$ cat src/agc_pkg.sv
// Purpose: Shared constants and types for the baseband gain control loop
// Assumes: 10 MHz sys_clk, APB register access, one sample per slot
// Notes: Register index times four gives the byte address
// Summary of operation
// - Raise 26-bit filter data into 16 bits
// - Samples out; magnitude feeds error, scaler, accumulator
// - Gain sampled as each sample enters
// - Saturate I and Q independently on overflow
// - Coarse gain is left shift 0 to 15
// - Fine gain multiplies by one plus mantissa
// - Fine mantissa kept at 16-bit resolution
// - Magnitude is 1.64676 times vector length
// - Error is threshold minus magnitude
// - Threshold 13 bits, top bit forced zero
// - Loop gain: 4-bit mantissa, 4-bit exponent
// - Two loop gain sets in bits 0-15
// - Select input low picks set 0
// - Scaled error bounded by 2.18344 maximum
// - Accumulator clamped between programmed limits
// - Limits are 8-bit mantissa, 4-bit exponent
// - Upper limit bits 16-27, lower 0-11
// - Backend reset clears accumulator unless preserved
package agc_pkg;
   localparam int IN_W = 26;
   localparam int OUT_W = 16;
   localparam int GAIN_W = 20;
   localparam int MANT_W = 16;
   localparam int CORD_W = 20;
   localparam int ERR_W = 16;
   localparam int PADDR_W = 12;
   localparam logic [3:0] CORD_LAST = 4'hf;
   localparam logic [7:0] IDX_LOOP = 8'h08;
   localparam logic [7:0] IDX_LIMIT = 8'h09;
   localparam logic [7:0] IDX_STATUS = 8'h0a;
   localparam logic [7:0] IDX_BKRST = 8'h19;
   localparam logic [7:0] IDX_CONFIG = 8'h1b;
   localparam int PRESERVE_BIT = 15;
   localparam logic [31:0] REG_RESET = 32'h0000_0000;
   localparam logic [GAIN_W-1:0] GAIN_RESET = 20'h00000;
   localparam logic [OUT_W-1:0] SAT_POS = 16'h7fff;
   localparam logic [OUT_W-1:0] SAT_NEG = 16'h8000;

   typedef struct packed
   {
      logic signed [IN_W-1:0] i;
      logic signed [IN_W-1:0] q;
   } wide_iq_t;

   typedef struct packed
   {
      logic signed [OUT_W-1:0] i;
      logic signed [OUT_W-1:0] q;
   } iq_t;

   typedef struct packed
   {
      logic [3:0] exponent;
      logic [3:0] mantissa;
   } loop_gain_t;

   typedef struct packed
   {
      logic [2:0] unused;
      logic [12:0] threshold;
      loop_gain_t gain1;
      loop_gain_t gain0;
   } loop_param_t;

   typedef struct packed
   {
      logic [3:0] exponent;
      logic [7:0] mantissa;
   } limit_t;

   typedef struct packed
   {
      logic [3:0] unusedHi;
      limit_t upper;
      logic [3:0] unusedLo;
      limit_t lower;
   } gain_limits_t;

   typedef enum logic [2:0]
   {
      MAG_IDLE = 3'b001,
      MAG_RUN = 3'b010,
      MAG_DONE = 3'b100
   } mag_state_t;
endpackage

$ cat src/agc_loop.sv
// Purpose: Gain control loop: gain stage, magnitude, error scaler, limiter
// Assumes: Samples spaced at least 18 clocks apart for full loop updates
// Notes: Magnitude comes from a 16-step vectoring rotator on the output
`timescale 1ns/1ps
module agc_loop
(
   // Clock and reset
   input wire logic sys_clk,
   input wire logic arst_n,
   // APB slave
   input wire logic [agc_pkg::PADDR_W-1:0] paddr,
   input wire logic psel,
   input wire logic penable,
   input wire logic pwrite,
   input wire logic [31:0] pwdata,
   output logic [31:0] prdata,
   output logic pready,
   output logic pslverr,
   // Filter data in
   input wire logic firValid,
   input wire agc_pkg::wide_iq_t firSample,
   input wire logic loopGainSelect,
   // Scaled data out
   output logic outValid,
   output agc_pkg::iq_t outSample
);
   import agc_pkg::*;

   loop_param_t loopParams;
   gain_limits_t gainLimits;
   logic preserveAcc;
   logic backendReset;
   logic [GAIN_W-1:0] gain;
   logic [GAIN_W-1:0] appliedGain;

   // Bus decode

   logic access;
   logic commit;
   logic [7:0] regIdx;
   logic mapped;

   assign access = psel && penable;
   assign commit = access && pready;
   assign regIdx = paddr[9:2];

   always_comb
   begin
      mapped = 1'b0;
      if (paddr[1:0] == 2'b00 && paddr[PADDR_W-1:10] == '0)
      begin
         unique case (regIdx)
            IDX_LOOP, IDX_LIMIT, IDX_STATUS, IDX_BKRST, IDX_CONFIG:
               mapped = 1'b1;
            default:
               mapped = 1'b0;
         endcase
      end
   end

   // One wait state, answer on second access cycle
   always_ff @(posedge sys_clk or negedge arst_n)
   begin
      if (!arst_n)
      begin
         pready <= 1'b0;
         pslverr <= 1'b0;
      end
      else
      begin
         pready <= access && !pready;
         pslverr <= access && !pready && !mapped;
      end
   end

   // Write-only words read back as zero
   always_ff @(posedge sys_clk or negedge arst_n)
   begin
      if (!arst_n)
         prdata <= REG_RESET;
      else if (access && !pready)
      begin
         prdata <= REG_RESET;
         if (!pwrite && mapped)
         begin
            if (regIdx == IDX_STATUS)
               prdata <= {{(32-GAIN_W){1'b0}}, appliedGain};
            else if (regIdx == IDX_CONFIG)
               prdata <= {16'h0000, preserveAcc, 15'h0000};
         end
      end
   end

   // Registers

   always_ff @(posedge sys_clk or negedge arst_n)
   begin
      if (!arst_n)
      begin
         loopParams <= REG_RESET;
         gainLimits <= REG_RESET;
         preserveAcc <= 1'b0;
      end
      else if (commit && pwrite && mapped)
      begin
         if (regIdx == IDX_LOOP)
            loopParams <= pwdata;
         if (regIdx == IDX_LIMIT)
            gainLimits <= pwdata;
         if (regIdx == IDX_CONFIG)
            preserveAcc <= pwdata[PRESERVE_BIT];
      end
   end

   // Any write to the reset word fires the backend reset
   always_ff @(posedge sys_clk or negedge arst_n)
   begin
      if (!arst_n)
         backendReset <= 1'b0;
      else
         backendReset <= commit && pwrite && mapped && regIdx == IDX_BKRST;
   end

   // Gain stage

   agc_mult_shift u_mult_shift
   (
      .sys_clk(sys_clk),
      .arst_n(arst_n),
      .inValid(firValid),
      .inSample(firSample),
      .gain(gain),
      .outValid(outValid),
      .outSample(outSample),
      .appliedGain(appliedGain)
   );

   // Magnitude by vectoring rotation

   mag_state_t magState;
   logic [3:0] iter;
   logic signed [CORD_W-1:0] vx;
   logic signed [CORD_W-1:0] vy;
   logic signed [CORD_W-1:0] sx;
   logic signed [CORD_W-1:0] sy;
   logic magStart;

   // New magnitude only when idle; busy samples still pass through
   assign magStart = magState == MAG_IDLE && outValid;
   assign sx = vx >>> iter;
   assign sy = vy >>> iter;

   always_ff @(posedge sys_clk or negedge arst_n)
   begin
      if (!arst_n)
         magState <= MAG_IDLE;
      else
      begin
         unique case (magState)
            MAG_IDLE:
               if (outValid)
                  magState <= MAG_RUN;
            MAG_RUN:
               if (iter == CORD_LAST)
                  magState <= MAG_DONE;
            MAG_DONE:
               magState <= MAG_IDLE;
         endcase
      end
   end

   // Left half plane folded first; length unchanged by the fold
   always_ff @(posedge sys_clk or negedge arst_n)
   begin
      if (!arst_n)
      begin
         vx <= '0;
         vy <= '0;
         iter <= '0;
      end
      else if (magStart)
      begin
         vx <= outSample.i[OUT_W-1] ? -CORD_W'(outSample.i) : CORD_W'(outSample.i);
         vy <= outSample.i[OUT_W-1] ? -CORD_W'(outSample.q) : CORD_W'(outSample.q);
         iter <= '0;
      end
      else if (magState == MAG_RUN)
      begin
         // Rotator gain of 1.64676 is kept, not divided out
         if (!vy[CORD_W-1])
         begin
            vx <= vx + sy;
            vy <= vy - sx;
         end
         else
         begin
            vx <= vx - sy;
            vy <= vy + sx;
         end
         iter <= iter + 4'h1;
      end
   end

   // Error detector and scaler

   loop_gain_t loopGain;
   logic [12:0] threshold;
   logic signed [ERR_W-1:0] magErr;
   logic signed [20:0] scaledErr;
   logic signed [20:0] stepErr;

   assign loopGain = loopGainSelect ? loopParams.gain1 : loopParams.gain0;
   assign threshold = {1'b0, loopParams.threshold[11:0]};
   // Magnitude LSB 2^-15 aligned to threshold LSB 2^-10
   assign magErr = $signed({3'b000, threshold}) - $signed({1'b0, vx[CORD_W-2:5]});
   assign scaledErr = magErr * $signed({1'b0, loopGain.mantissa});
   // Exponent sets a right shift of 15 minus its value on the scaled error
   assign stepErr = scaledErr >>> (~loopGain.exponent);

   // Loop filter

   logic [GAIN_W-1:0] upperGain;
   logic [GAIN_W-1:0] lowerGain;
   logic signed [GAIN_W+2:0] sum;
   logic [GAIN_W-1:0] next_gain;

   assign upperGain = {gainLimits.upper.exponent, 1'b0, gainLimits.upper.mantissa, 7'h00};
   assign lowerGain = {gainLimits.lower.exponent, 1'b0, gainLimits.lower.mantissa, 7'h00};
   assign sum = $signed({3'b000, gain}) + (GAIN_W+3)'(stepErr);

   // Lower limit wins if limits are crossed and the sum is below it; otherwise upper wins
   always_comb
   begin
      next_gain = gain;
      if (sum > $signed({3'b000, upperGain}))
         next_gain = upperGain;
      else if (!sum[GAIN_W+2])
         next_gain = sum[GAIN_W-1:0];
      if (sum < $signed({3'b000, lowerGain}))
         next_gain = lowerGain;
   end

   always_ff @(posedge sys_clk or negedge arst_n)
   begin
      if (!arst_n)
         gain <= GAIN_RESET;
      else if (backendReset && !preserveAcc)
         gain <= GAIN_RESET;
      else if (magState == MAG_DONE)
         gain <= next_gain;
   end

   // Checks

   property p_out_follows;
      @(posedge sys_clk) disable iff (!arst_n)
      firValid |=> outValid;
   endproperty
   a_out_follows: assert property (p_out_follows) else $error("sample not passed on");

   property p_gain_sampled;
      @(posedge sys_clk) disable iff (!arst_n)
      firValid |=> appliedGain == $past(gain);
   endproperty
   a_gain_sampled: assert property (p_gain_sampled) else $error("gain not taken at entry");

   property p_mag_time;
      @(posedge sys_clk) disable iff (!arst_n)
      magStart |-> ##17 magState == MAG_DONE;
   endproperty
   a_mag_time: assert property (p_mag_time) else $error("magnitude not ready in 17");

   property p_limits;
      @(posedge sys_clk) disable iff (!arst_n)
      magState == MAG_DONE && !backendReset && lowerGain <= upperGain
      |=> gain >= $past(lowerGain) && gain <= $past(upperGain);
   endproperty
   a_limits: assert property (p_limits) else $error("gain outside limits");

   property p_clear;
      @(posedge sys_clk) disable iff (!arst_n)
      backendReset && !preserveAcc |=> gain == GAIN_RESET;
   endproperty
   a_clear: assert property (p_clear) else $error("accumulator not cleared");

   property p_preserve;
      @(posedge sys_clk) disable iff (!arst_n)
      backendReset && preserveAcc && magState != MAG_DONE |=> $stable(gain);
   endproperty
   a_preserve: assert property (p_preserve) else $error("accumulator disturbed");

   property p_zero_loop;
      @(posedge sys_clk) disable iff (!arst_n)
      magState == MAG_DONE && loopGain.mantissa == 4'h0 && !backendReset
      && gain >= lowerGain && gain <= upperGain |=> $stable(gain);
   endproperty
   a_zero_loop: assert property (p_zero_loop) else $error("zero loop gain moved gain");

   property p_apb_wait;
      @(posedge sys_clk) disable iff (!arst_n)
      access && !pready |=> pready ##1 !pready;
   endproperty
   a_apb_wait: assert property (p_apb_wait) else $error("APB answer late");
endmodule

$ cat src/agc_mult_shift.sv
// Purpose: Per-path gain stage, shift by exponent and fine multiply
// Assumes: Gain word is exponent over a 16-bit fraction
// Notes: Output register doubles as the sample handed downstream
`timescale 1ns/1ps
module agc_mult_shift
(
   // Clock and reset
   input wire logic sys_clk,
   input wire logic arst_n,
   // Incoming filter data
   input wire logic inValid,
   input wire agc_pkg::wide_iq_t inSample,
   input wire logic [agc_pkg::GAIN_W-1:0] gain,
   // Scaled data
   output logic outValid,
   output agc_pkg::iq_t outSample,
   output logic [agc_pkg::GAIN_W-1:0] appliedGain
);
   import agc_pkg::*;

   logic signed [IN_W-1:0] inArr [2];
   logic signed [OUT_W-1:0] outArr [2];

   assign inArr[0] = inSample.i;
   assign inArr[1] = inSample.q;
   assign outSample = '{i: outArr[0], q: outArr[1]};

   genvar p;
   generate
      for (p = 0; p < 2; p++)
      begin : g_path
         logic signed [43:0] prod;
         logic signed [59:0] shifted;
         logic ovf;
         // 1+X at 16-bit resolution, then 2^N shift
         assign prod = inArr[p] * $signed({2'b01, gain[MANT_W-1:0]});
         assign shifted = 60'(prod) <<< gain[GAIN_W-1:MANT_W];
         assign ovf = !((&shifted[59:41]) || !(|shifted[59:41]));
         always_ff @(posedge sys_clk or negedge arst_n)
         begin
            if (!arst_n)
               outArr[p] <= '0;
            else if (inValid)
            begin
               if (ovf)
                  outArr[p] <= shifted[59] ? SAT_NEG : SAT_POS;
               else
                  outArr[p] <= shifted[41:26];
            end
         end
      end
   endgenerate

   always_ff @(posedge sys_clk or negedge arst_n)
   begin
      if (!arst_n)
      begin
         outValid <= 1'b0;
         appliedGain <= GAIN_RESET;
      end
      else
      begin
         outValid <= inValid;
         if (inValid)
            appliedGain <= gain;
      end
   end

   property p_unity;
      @(posedge sys_clk) disable iff (!arst_n)
      inValid && gain == GAIN_RESET |=> outSample.i == $past(inSample.i[25:10]);
   endproperty
   a_unity: assert property (p_unity) else $error("unity gain path wrong");

   property p_sat_pos;
      @(posedge sys_clk) disable iff (!arst_n)
      inValid && gain[19:16] == 4'hf && !inSample.i[25] && inSample.i[25:10] != 16'h0000
      |=> outSample.i == SAT_POS;
   endproperty
   a_sat_pos: assert property (p_sat_pos) else $error("I path did not saturate");
endmodule

$ cat config.mk
export PLATFORM = sky130hd
export DESIGN_NAME = agc_loop
export DESIGN_NICKNAME = d
export VERILOG_FILES = /design/src/agc_pkg.sv /design/src/agc_loop.sv /design/src/agc_mult_shift.sv
export SDC_FILE = /design/constraint.sdc
export NUM_CORES = 2
export LEC_CHECK = 0
export ABC_AREA = 1
export ABC_CLOCK_PERIOD_IN_PS = 11800
export BUFFER_PORTS_ARGS = -buffer_cell sky130_fd_sc_hd__buf_2
export CAP_MARGIN = 30
export CORE_MARGIN = 8
export CORE_UTILIZATION = 49
export DETAILED_ROUTE_END_ITERATION = 8
export PLACE_DENSITY = 0.77
export SYNTH_ARGS = -nofsm -noshare
export SYNTH_HDL_FRONTEND = slang
export SYNTH_SLANG_ARGS = --single-unit
$ cat constraint.sdc
create_clock -name sys_clk -period 11.8 [get_ports sys_clk]
set_clock_uncertainty 0.2 [all_clocks]
set_input_delay 1.18 -clock sys_clk [delete_from_list [all_inputs] [get_ports sys_clk]]
set_output_delay 1.18 -clock sys_clk [all_outputs]
set_load 0.005 [all_outputs]
==> results_dict.tcl <==
set metrics [dict create \
    clock_latency_ns 0.48 \
    clkTransAtPathRegs_ns 0.08 \
    die_w_um 349 \
    syn_avg_cell_area_um2 6.99 \
    drt-initial-drc-count 3265 \
    root_buffer "clkbuf_16" \
    yosys_most_used_dff "dfrtp_1" \
    yosysSeqAreaShare_pct 9.03 \
    crit_fanout 13 \
    grt_pass1_wl_um 249000 \
    worstSetupEndpointType "flip-flop" \
    cts_buffer_depth 2 \
    setup_violations 0 \
    required_ns 11.92 \
    cts_tree "yes" \
    relSlewSlack_pct 35.1 \
    period_share_pct 91.5 \
    hold_buffers 0 \
    grt_pass1_vias 50100 \
    cts.sinks 196 \
    num-fill-cells 10800 \
    core_mm2 0.110 \
    ys_ff_latch 196 \
    io_buffers 153 \
    via_per_inst 5.24 \
    routabilityCongestion 0.957 \
    n_antenna_cell 0 \
    antenna_found_initial 3 \
    cp_common_cell "nand2_1" \
    detail-route-antenna-nets 0 \
    syn2layout_area_growth_pct 3.97 \
    die-area_mm2 0.122 \
    startpoint_type "flip-flop" \
    chipHeight_um 349 \
    path_class "flip-flop to flip-flop" \
    routed_wirelength_um 151000 \
    cp_num_buf_inv 7 \
    ys_async_sr_fraction_pct 100 \
    grt_overflow_total 0 \
    crit_arrival_ns 10.91 \
    slowest_delay_ns 0.50 \
    nets 8969 \
    fin_crit_ns 10.79 \
    grt_usage_pct 24.9 \
    wl_per_cell_um 16.5 \
    synth_area_mm2 0.0543 \
    worst_pin_slew_ns 0.973 \
    synth_edf_count 0 \
    vias 47900 \
    drive_above_1_share_pct 4.64 \
    cts_buffers 17 \
    cp_slowest_cell "fa_1" \
    fin_setup_tns_ns 0 \
    drc_errors 0 \
    io_pins 170 \
    cap_violations 0 \
    htreeDepth 4 \
    grt_max_degree 88 \
    critPathTopFamily "compound AO/OA/AOI/OAI gates" \
    status "completed" \
    fmax_ghz 0.0927 \
    start_util_pct 49.2 \
    rsz0062_at_grt "false" \
    slew_violations 0 \
    first_pass_iters 6 \
    hold_violations 0 \
    hold_path.class "flip-flop to flip-flop" \
    yosys_warnings 0 \
    rows 122 \
    ys_types 68 \
    place_hpwl_um 124000 \
    syn_inst 7767 \
]
## tightest hold or removal path, cell delays in order, from the launching register on
cell and delay [ns]:
dfrtp_1 0.34, nand2_1 0.05, o21ai_0 0.06
## metrics by stage
stage / utilization, % / worst slack, ns / cell area [um2] / instances / hold slack (ns)
after global placement: 50.6 / 0.990 / 55800 / 9100 / 0.261
final: 51.2 / 1.01 / 56500 / 9135 / 0.284
after CTS: 51.1 / 0.828 / 56500 / 9133 / 0.287
after global routing: 51.2 / 0.0239 / 56500 / 9135 / 0.307
after detailed placement: 50.6 / 0.891 / 55800 / 9101 / 0.268
after floorplan: - / 2.74 / 54400 / 7778 / 0.242
## area by class of cell
type	count	area [um2]	area share, %
clock inverters	13	159	0.281
flip-flops and latches	196	4930	8.73
multi-input cells	5429	41200	72.9
clock buffers	19	453	0.802
repair buffers	205	1180	2.10
well taps	1488	1860	3.30
inverters	1785	6700	11.9
## flip-flops by register name, indices dropped and copies added, names as in the netlist, 20 cells and up
name and cells:
gain 20, gainLimits 24, loopParams 28, prdata 20, u_mult_shift.appliedGain 20, u_mult_shift.outSample 32
vx 20, vy 20
## final timing paths
check	start	to	slack, ns	cells past startpoint
worst max-delay path	vx[7]$_DFFE_PN0P_	gain[4]$_DFFE_PN0P_	1.01	56
worst min-delay path	prdata[6]$_DFFE_PN0P_	prdata[6]$_DFFE_PN0P_	0.28	2
worst max register to register	vx[7]$_DFFE_PN0P_	gain[4]$_DFFE_PN0P_	1.01	56
worst min register to register	prdata[6]$_DFFE_PN0P_	prdata[6]$_DFFE_PN0P_	0.28	2
max in group asynchronous	arst_n	gain[12]$_DFFE_PN0P_	8.75	3
min in group asynchronous	arst_n	loopParams[3]$_DFFE_PN0P_	0.56	1
## cell usage after synthesis, types with 23 or more instances
cell type     n  area, um2
buf_2        23        115
inv_1      1763       6620
nor2_1      367       1380
o211ai_1     40        300
dfrtp_1     195       4880
xor2_1       78        683
clkbuf_1    285       1070
o21ai_1      29        145
o21ai_0     355       1780
nand4_1      32        200
nand3_1     351       1760
a21oi_1     266       1330
nand2_1    2289       8590
fa_1        893      17900
buf_1        30        113
a31oi_1      54        338
nor3_1       37        185
xnor2_1      65        569
ha_1        339       4240
## repair_timing
item | 4_1_cts | 5_1_grt
buffers inserted | 0 | 2
gates resized for setup | 0 | 2
setup endpoints to repair | 0 | 20
## layout by cell type (no fill, tap or decap), types with 51 or more instances in the layout
cell type	n
o21ai_0	353
ha_1	339
a21oi_1	266
dfrtp_1	175
xor2_1	78
nand2_1	2289
nor2_1	366
nand3_1	351
a31oi_1	54
buf_2	152
xnor2_1	64
fa_1	893
buf_4	51
inv_1	1762
## cell families after synthesis
| kind of cell | count (synthesis) | synth area share (%) |
|---|---|---|
| simple gates | 3181 | 23.7 |
| buf+inv | 2153 | 15.2 |
| fa+ha+maj | 1232 | 40.7 |
| compound gates | 841 | 8.58 |
| flops | 196 | 9.03 |
| xor+xnor | 145 | 2.37 |
| mux | 18 | 0.341 |
| other cells | 1 | 0.00690 |
## per-layer routing
| layer | vias to the layer above | share of wire (%) | track usage, % |
|---|---|---|---|
| met5 | - | 0 | 0 |
| met4 | 0 | 4.3 | 9.56 |
| met2 | 1397 | 51 | 46.2 |
| li1 | 22900 | - | - |
| met3 | 365 | 4.5 | 2.31 |
| met1 | 23300 | 40 | 29.7 |
Power is left out: the tool's default activity adds up to more than one toggle a clock period on the data nets, which glitch-free logic cannot reach.
